--- config.mk ---
export PLATFORM = sky130hd
export DESIGN_NAME = pmcs_csr
export DESIGN_NICKNAME = d
export VERILOG_FILES = /design/src/pmcs_pkg.sv /design/src/pmcs_csr.sv /design/src/pmcs_sticky.sv
export VERILOG_INCLUDE_DIRS = /design/src /design/src/src
export SDC_FILE = /design/constraint.sdc
export NUM_CORES = 1
export LEC_CHECK = 0
export ABC_CLOCK_PERIOD_IN_PS = 1800
export BUFFER_PORTS_ARGS = -buffer_cell sky130_fd_sc_hd__buf_2
export CAP_MARGIN = 10
export CELL_PAD_IN_SITES_DETAIL_PLACEMENT = 2
export CELL_PAD_IN_SITES_GLOBAL_PLACEMENT = 2
export CORE_MARGIN = 5
export CORE_UTILIZATION = 23
export DETAILED_ROUTE_END_ITERATION = 6
export GPL_ROUTABILITY_DRIVEN = 0
export GPL_TIMING_DRIVEN = 1
export MAX_ROUTING_LAYER = met4
export PLACE_DENSITY_LB_ADDON = 0.15
export REMOVE_ABC_BUFFERS = 1
export SETUP_SLACK_MARGIN = 0.5
export SKIP_CTS_REPAIR_TIMING = 1
export SLEW_MARGIN = 20
export SYNTH_ARGS = -nofsm -noshare
export SYNTH_HDL_FRONTEND = slang
export SYNTH_HIERARCHICAL = 1
export SYNTH_SLANG_ARGS = --single-unit
export TNS_END_PERCENT = 30
--- constraint.sdc ---
create_clock -name i_clock -period 1.8 [get_ports i_clock]
set_clock_uncertainty 0.1 [all_clocks]
set_input_delay 0.18 -clock i_clock [delete_from_list [all_inputs] [get_ports i_clock]]
set_output_delay 0.18 -clock i_clock [all_outputs]
set_load 0.005 [all_outputs]
--- src/pmcs_params.svh ---
// offsets, field positions and reset values of the power-management control/status register
`ifndef PMCS_PARAMS_SVH
`define PMCS_PARAMS_SVH

// register placement within configuration space
`define PMCS_CAP_BASE        8'h34
`define PMCS_CSR_OFFSET      8'h04
`define PMCS_CSR_WIDTH       16

// field positions
`define PMCS_STATUS_BIT      15
`define PMCS_SCALE_HI        14
`define PMCS_SCALE_LO        13
`define PMCS_SELECT_HI       12
`define PMCS_SELECT_LO       9
`define PMCS_ENABLE_BIT      8
`define PMCS_RSVD_HI         7
`define PMCS_RSVD_LO         2
`define PMCS_STATE_HI        1
`define PMCS_STATE_LO        0

// wake-from-D3cold support is the top bit of the wake-support field
`define PMCS_WAKE_COLD_BIT   4

// reset values
`define PMCS_SELECT_RST      4'h0
`define PMCS_SCALE_RST       2'h0
`define PMCS_STATE_RST       2'h0

`endif

--- src/pmcs_pkg.sv ---
// types shared by the power-management control/status block
`default_nettype none
package pmcs_pkg;

	// power-state encodings
	typedef enum logic [1:0]
	{
		PMCS_D0    = 2'b00,
		PMCS_D1    = 2'b01,
		PMCS_D2    = 2'b10,
		PMCS_D3HOT = 2'b11
	} pmcs_state_e;

	// one configuration access to the register
	typedef struct packed
	{
		logic        wr;
		logic        rd;
		logic [7:0]  addr;
		logic [1:0]  be;
		logic [15:0] wdata;
	} pmcs_cfg_s;

	// capability inputs that steer the register
	typedef struct packed
	{
		logic [4:0] wake_support_mask;
		logic       d1_support;
		logic       d2_support;
		logic       data_reg_present;
	} pmcs_caps_s;

endpackage
`default_nettype wire

--- src/pmcs_csr.sv ---
// power-management control/status register with wake output
`include "pmcs_params.svh"
`default_nettype none
module pmcs_csr
	import pmcs_pkg::*;
(
	// clock and resets
	input  wire logic               i_clock,
	input  wire logic               i_nrst,
	input  wire logic               i_aux_nrst,
	// configuration access
	input  wire pmcs_pkg::pmcs_cfg_s  i_cfg,
	output logic [15:0]             o_rdata,
	// capabilities and data-register side
	input  wire pmcs_pkg::pmcs_caps_s i_caps,
	input  wire logic [1:0]         i_data_scale,
	// power events
	input  wire logic               i_power_event,
	// outputs
	output logic                    o_wake_n,
	output logic [1:0]              o_power_state,
	output logic [3:0]              o_data_select
);
	import pmcs_pkg::*;

	////////////////////////////////////////////////////////////////
	// decode
	logic        hit;
	logic        wr_lo;
	logic        wr_hi;
	logic        wake_cold;
	logic        status;
	logic        enable;
	logic        state_ok;
	logic [1:0]  wstate;
	logic [3:0]  select_q;
	logic [3:0]  select_d;
	logic [1:0]  state_q;
	logic [1:0]  state_d;
	logic [15:0] rdata_q;
	logic [15:0] rdata_d;
	logic        wake_n_q;
	logic        wake_n_d;

	assign hit       = (i_cfg.addr == (`PMCS_CAP_BASE + `PMCS_CSR_OFFSET));
	assign wr_lo     = i_cfg.wr & hit & i_cfg.be[0];
	assign wr_hi     = i_cfg.wr & hit & i_cfg.be[1];
	assign wake_cold = i_caps.wake_support_mask[`PMCS_WAKE_COLD_BIT];
	assign wstate    = i_cfg.wdata[`PMCS_STATE_HI:`PMCS_STATE_LO];

	// D1/D2 are optional; D0 and D3hot always accepted
	always_comb
	begin
		case (wstate)
			PMCS_D1: state_ok = i_caps.d1_support;
			PMCS_D2: state_ok = i_caps.d2_support;
			default: state_ok = 1'b1;
		endcase
	end

	////////////////////////////////////////////////////////////////
	// sticky status and enable
	pmcs_sticky pmcs_sticky_inst
	(
		.i_clock      (i_clock),
		.i_nrst       (i_nrst),
		.i_aux_nrst   (i_aux_nrst),
		.i_wake_cold  (wake_cold),
		.i_event      (i_power_event),
		.i_status_clr (wr_hi & i_cfg.wdata[`PMCS_STATUS_BIT]),
		.i_enable_wr  (wr_hi),
		.i_enable_val (i_cfg.wdata[`PMCS_ENABLE_BIT]),
		.o_status     (status),
		.o_enable     (enable)
	);

	////////////////////////////////////////////////////////////////
	// control fields, read data and wake output: next values
	always_comb
	begin
		select_d = select_q;
		state_d  = state_q;
		if (wr_hi && i_caps.data_reg_present)
			select_d = i_cfg.wdata[`PMCS_SELECT_HI:`PMCS_SELECT_LO];
		if (wr_lo && state_ok)
			state_d = wstate;
		// reserved bits read zero whatever software wrote
		rdata_d = 16'h0000;
		rdata_d[`PMCS_STATUS_BIT] = status;
		rdata_d[`PMCS_SCALE_HI:`PMCS_SCALE_LO] = i_caps.data_reg_present ? i_data_scale : `PMCS_SCALE_RST;
		rdata_d[`PMCS_SELECT_HI:`PMCS_SELECT_LO] = i_caps.data_reg_present ? select_q : `PMCS_SELECT_RST;
		rdata_d[`PMCS_ENABLE_BIT] = enable;
		rdata_d[`PMCS_STATE_HI:`PMCS_STATE_LO] = state_q;
		// open-drain style, active low
		wake_n_d = ~(status & enable);
	end

	// register them; power state and selector follow the bus reset
	always_ff @(posedge i_clock or negedge i_nrst)
	begin
		if (!i_nrst)
		begin
			select_q <= `PMCS_SELECT_RST;
			state_q  <= `PMCS_STATE_RST;
			rdata_q  <= 16'h0000;
			wake_n_q <= 1'b1;
		end
		else
		begin
			select_q <= select_d;
			state_q  <= state_d;
			rdata_q  <= rdata_d;
			wake_n_q <= wake_n_d;
		end
	end

	assign o_rdata       = rdata_q;
	assign o_wake_n      = wake_n_q;
	assign o_power_state = state_q;
	assign o_data_select = select_q;

	////////////////////////////////////////////////////////////////
	// assertions
	property p_event_sets;
		@(posedge i_clock) disable iff (!i_nrst)
		i_power_event |=> status;
	endproperty
	a_event_sets: assert property (p_event_sets) else $error("event did not set status");

	property p_clear_one;
		@(posedge i_clock) disable iff (!i_nrst)
		(wr_hi && i_cfg.wdata[`PMCS_STATUS_BIT] && !i_power_event) |=> !status;
	endproperty
	a_clear_one: assert property (p_clear_one) else $error("write one failed to clear status");

	property p_zero_keeps;
		@(posedge i_clock) disable iff (!i_nrst)
		(status && !(wr_hi && i_cfg.wdata[`PMCS_STATUS_BIT])) |=> status;
	endproperty
	a_zero_keeps: assert property (p_zero_keeps) else $error("status lost without a clearing write");

	property p_wake_gate;
		@(posedge i_clock) disable iff (!i_nrst)
		!enable |=> o_wake_n;
	endproperty
	a_wake_gate: assert property (p_wake_gate) else $error("wake asserted while disabled");

	property p_wake_follows;
		@(posedge i_clock) disable iff (!i_nrst)
		(status && enable) |=> !o_wake_n;
	endproperty
	a_wake_follows: assert property (p_wake_follows) else $error("wake not asserted");

	property p_scale_zero;
		@(posedge i_clock) disable iff (!i_nrst)
		!i_caps.data_reg_present |=> (o_rdata[14:9] == 6'h00);
	endproperty
	a_scale_zero: assert property (p_scale_zero) else $error("scale or select nonzero without data register");

	property p_select_write;
		@(posedge i_clock) disable iff (!i_nrst)
		(wr_hi && i_caps.data_reg_present) |=> (select_q == $past(i_cfg.wdata[12:9]));
	endproperty
	a_select_write: assert property (p_select_write) else $error("selector not written");

	property p_state_write;
		@(posedge i_clock) disable iff (!i_nrst)
		(wr_lo && state_ok) |=> ##1 (o_rdata[1:0] == $past(wstate, 2));
	endproperty
	a_state_write: assert property (p_state_write) else $error("power state not read back");

	property p_bad_state;
		@(posedge i_clock) disable iff (!i_nrst)
		(wr_lo && !state_ok) |=> $stable(state_q);
	endproperty
	a_bad_state: assert property (p_bad_state) else $error("unsupported state accepted");

	property p_wake_clear;
		@(posedge i_clock) disable iff (!i_nrst)
		(wr_hi && i_cfg.wdata[`PMCS_STATUS_BIT] && !i_power_event) |=> ##1 o_wake_n;
	endproperty
	a_wake_clear: assert property (p_wake_clear) else $error("wake still asserted after status clear");

	property p_select_locked;
		@(posedge i_clock) disable iff (!i_nrst)
		(wr_hi && !i_caps.data_reg_present) |=> $stable(select_q);
	endproperty
	a_select_locked: assert property (p_select_locked) else $error("selector written without data register");

	// writes to other offsets must leave power state, selector and enable alone
	property p_miss_ignored;
		@(posedge i_clock) disable iff (!i_nrst)
		(i_cfg.wr && !hit) |=> ($stable(state_q) && $stable(select_q) && $stable(enable));
	endproperty
	a_miss_ignored: assert property (p_miss_ignored) else $error("write to another offset changed the register");

	// sticky bits ride out a bus reset only with cold wake support; only the aux reset disables these two
	property p_sticky_hold;
		@(posedge i_clock) disable iff (!i_aux_nrst)
		(!i_nrst && wake_cold && !i_power_event && !wr_hi)
		|=> ((status == $past(status)) && (enable == $past(enable)));
	endproperty
	a_sticky_hold: assert property (p_sticky_hold) else $error("sticky bits lost across bus reset");

	property p_flush_plain;
		@(posedge i_clock) disable iff (!i_aux_nrst)
		(!i_nrst && !wake_cold) |=> (!status && !enable);
	endproperty
	a_flush_plain: assert property (p_flush_plain) else $error("status or enable kept over bus reset");
endmodule
`default_nettype wire

--- src/pmcs_sticky.sv ---
// sticky power-event status and enable bits, reset by auxiliary power-on and, without cold wake support, by a bus reset
`include "pmcs_params.svh"
`default_nettype none
module pmcs_sticky
(
	// clock and resets
	input  wire logic i_clock,
	input  wire logic i_nrst,
	input  wire logic i_aux_nrst,
	// control
	input  wire logic i_wake_cold,
	input  wire logic i_event,
	input  wire logic i_status_clr,
	input  wire logic i_enable_wr,
	input  wire logic i_enable_val,
	// state
	output logic      o_status,
	output logic      o_enable
);
	logic status_q;
	logic status_d;
	logic enable_q;
	logic enable_d;
	logic flush;

	// without cold wake, a bus reset clears the bits; with it, they ride it out
	assign flush = ~i_wake_cold & ~i_nrst;

	// next values: an event in the clear cycle wins
	always_comb
	begin
		status_d = status_q;
		enable_d = enable_q;
		if (flush)
		begin
			status_d = 1'b0;
			enable_d = 1'b0;
		end
		else
		begin
			if (i_status_clr)
				status_d = 1'b0;
			if (i_event)
				status_d = 1'b1;
			if (i_enable_wr)
				enable_d = i_enable_val;
		end
	end

	// only auxiliary power-on resets the sticky bits asynchronously
	always_ff @(posedge i_clock or negedge i_aux_nrst)
	begin
		if (!i_aux_nrst)
		begin
			status_q <= 1'b0;
			enable_q <= 1'b0;
		end
		else
		begin
			status_q <= status_d;
			enable_q <= enable_d;
		end
	end

	assign o_status = status_q;
	assign o_enable = enable_q;
endmodule
`default_nettype wire

==> flow_summary.yaml <==
run:
  drv.max_cap_violation_count: 0
finish:
  antenna-diode-count: 0
  design.final.nets: 155
  final_layout_size_suffix_gt1_share_pct: 57.27
  area.growth.synth_to_final_pct: 38.87
  design_area_sq_um: 1140
  post-route-util_pct: 33.63
timing:
  number_of_hold_violations_in_the_final_report: 0
  fin_worst_hold_slack_ns: 0.002428
  rsz0062_at_grt: "no"
  max_freq_mhz: 811.2
  finalCritPeriodShare_pct: 68.48
  setup_viol: 0
  slew_violations: 0
  post-route-min-period_ns: 1.233
  setup-tns-final_ns: 0
floorplanning:
  placeableCoreArea_sq_um: 3390
  die_y_microns: 69.74
  initial_core_util_pct: 24.22
  top_level_ports: 65
  die-area_sq_um: 4864
  die_x_microns: 69.74
  num_rows: 21
route:
  route.detailed.drc: 0
  routed_via_density: 3.968
  drt_iter0_markers: 9
  totalWireLength_microns: 2045
  dr_total_vias: 619
  drt_first_pass_iters: 2
  drtAntennaViolNets: 0
  wire_per_inst_microns: 13.11
synthesis:
  synth.ff_latch_count: 19
  synth_flop_cell: "sky130_fd_sc_hd__dfrtp_1"
  synthesis.area_per_instance_sq_um: 13.91
  ys_async_sr_fraction_pct: 100.0
  ys_top_cells_by_area: "sky130_fd_sc_hd__dfrtp_1 (55%), sky130_fd_sc_hd__buf_4 (7.3%), sky130_fd_sc_hd__mux2_4 (7.3%), sky130_fd_sc_hd__and2_1 (4.6%), sky130_fd_sc_hd__dfstp_2 (3.2%)"
  synth_seq_area_share_pct: 58.08
  synth_largest_type_area_fraction_pct: 54.88
  yosysWarnings: 6
  netlist_area_sq_um: 820.8
  synthMostInstantiatedCell: "sky130_fd_sc_hd__dfrtp_1"
  syn_inst_count: 59
  synth_top_cells_by_count: "sky130_fd_sc_hd__dfrtp_1 (18), sky130_fd_sc_hd__buf_4 (8), sky130_fd_sc_hd__and2_1 (6)"
  ys_types: 21
  synth_enable_flop_cells: 0
  yosys.area.top_type: "sky130_fd_sc_hd__dfrtp_1"
place:
  io_buffers: 45
  placed_area_sq_um: 1070
  dp_hpwl_microns: 1680
clock_tree:
  clk-insertion-delay-late_ns: 0.29
  clk_root_buffer_cell: "sky130_fd_sc_hd__clkbuf_4"
  cts.reportedPaths.clkPinSlew_ns: 0.10
  cts_buffers: 3
  clk_path_buf_depth: 2
  clock_sinks: 19
  clock_tree_from_tritoncts: "done"
  cts-htree-levels: 1
global_routing:
  grtUsageTotal_pct: 9.108
  antenna_violations_before_repair: 0
  grt_max_degree: 18
  grt_first_pass_wirelength_microns: 3346
  gr-usage-met3_pct: 2.319
  first_global_vias: 718
  globalRouteOverflowTotal: 0
  gr-max-usage-layer: "met2"
  gr-usage-met1_pct: 10.04
  groute.layer.met2.usage_pct: 14.30
hold_path:
  timing.hold.worst.class: "in2reg"
  holdPathStages: 2
setup_path:
  critPathRequiredTime_ns: 1.89
  critical_path_arrival_ns: 1.32
  start_kind: "input port"
  crit_path_end_kind: "flip-flop"
  crit_path_max_fanout: 3
  crit_path_cell_trace: "buf_2 -> inv_1 -> ha_1 -> a221o_1 -> and3_4 -> mux2_2"
  critical_path.slowest_cell: "sky130_fd_sc_hd__ha_1"
  critical_path_class: "in2reg"
  slowest_delay_ns: 0.28
  ff2ff_path_depth: 1
pwr:
  share_seq_of_total_power_pct: 60.1
  worst_ir_drop_vdd_mv: 0.1783
  p_leak_nw: 0.6419
  p_sw_w: 0.0001669
  power.share.clock_pct: 28.5
  p_int_w: 0.0005691
  pwr-share-comb_pct: 11.4
  pwr_density_cell_nw_per_um2: 645.7
  switching_share_pct: 22.67
status:
  status: "finished clean"
[path summary, 6_finish.rpt]
| check | from | end | slack [ns] |
|---|---|---|---|
| min in group asynchronous | i_aux_nrst | pmcs_sticky_inst/o_enable | 0.11 |
| worst min-delay path | i_data_scale[0] | o_rdata[13] | 0.002 |
| max in group asynchronous | i_nrst | o_wake_n | 1.03 |
| worst min register to register | o_power_state[0] | o_rdata[0] | 0.31 |
| worst max register to register | o_data_select[0] | o_data_select[0] | 0.93 |
| worst max-delay path | i_cfg[0] | o_power_state[0] | 0.57 |
[metrics by stage]
step	power [W]	std cells	setup slack (ns)
floorplan	0.0004716	56	0.3928
global placement	0.0005266	148	0.2273
detailed placement	0.0005292	148	0.2059
CTS	0.0007463	152	0.5337
global route	0.0007848	156	0.5372
finish	0.0007360	156	0.5673
[power by group through the flow]
stage	combinational, W	clock [W]	sequential, W
after detailed placement	0.0000785	0	0.000451
final	0.0000840	0.000210	0.000442
after floorplan	0.0000202	0	0.000451
after global routing	0.0000972	0.000244	0.000443
after CTS	0.0000788	0.000225	0.000442
after global placement	0.0000761	0	0.000450
[logic make-up after synthesis]
logic type / count (synthesis) / synth area share [%]
AO/OA/AOI/OAI: 2 / 2.287
AND/OR/NAND/NOR: 17 / 16.16
adder cells (fa/ha/maj): 2 / 3.048
multiplexers: 7 / 11.28
buffers and inverters: 11 / 8.689
other: 1 / 0.4569
flip-flops: 19 / 58.08
[registers in the layout, summed over array words and instances, names as in the netlist]
name	flops
o_rdata	10
o_wake_n	1
o_data_select	4
pmcs_sticky_inst/o_status	1
pmcs_sticky_inst/o_enable	1
o_power_state	2
[routing by layer]
| layer | part of all wire, % | vias to the layer above | routed length, microns |
|---|---|---|---|
| met2 | 48 | 37 | 978 |
| met5 | 0 | - | 0 |
| met1 | 42 | 296 | 849 |
| li1 | - | 282 | - |
| met4 | 2.2 | 0 | 44 |
| met3 | 8.4 | 4 | 172 |
[cell type report]
cell class	instances	area [sq um]
Clock buffer	4	26.28
Fill cell	378	2250
Inverter	3	11.26
Multi-Input combinational cell	34	295.3
Sequential cell	19	476.7
Tap cell	46	57.56
Timing Repair Buffer	50	272.8
[layout by cell type, fill, tap and decap left out]
cell                             n
sky130_fd_sc_hd__ha_1            2
sky130_fd_sc_hd__nor3_1          1
sky130_fd_sc_hd__mux2_2          2
sky130_fd_sc_hd__and3_2          1
sky130_fd_sc_hd__buf_4           1
sky130_fd_sc_hd__nand3_4         1
sky130_fd_sc_hd__a21oi_2         1
sky130_fd_sc_hd__buf_2          45
sky130_fd_sc_hd__dfstp_2         1
sky130_fd_sc_hd__clkbuf_1        1
sky130_fd_sc_hd__nand2_1         1
sky130_fd_sc_hd__dfrtp_1        18
sky130_fd_sc_hd__clkbuf_4        3
sky130_fd_sc_hd__dlygate4sd3_1   4
sky130_fd_sc_hd__nor2_1          2
sky130_fd_sc_hd__and3_4          1
sky130_fd_sc_hd__nand2b_4        1
sky130_fd_sc_hd__and2_1          6
sky130_fd_sc_hd__mux2_4          4
sky130_fd_sc_hd__mux2i_1         1
sky130_fd_sc_hd__inv_1           3
sky130_fd_sc_hd__nand4b_1        1
sky130_fd_sc_hd__and2_2          1
sky130_fd_sc_hd__and4bb_4        1
sky130_fd_sc_hd__a221o_1         1
sky130_fd_sc_hd__conb_1          6
[critical path: cells and delay by family]
kind                     cells  cell delay [ns]
adder cells (fa/ha/maj)      1             0.28
AND/OR/NAND/NOR              1             0.19
buffers and inverters        2             0.14
AO/OA/AOI/OAI                1             0.27
multiplexers                 1             0.26
Power figures use the tool's default switching activity.
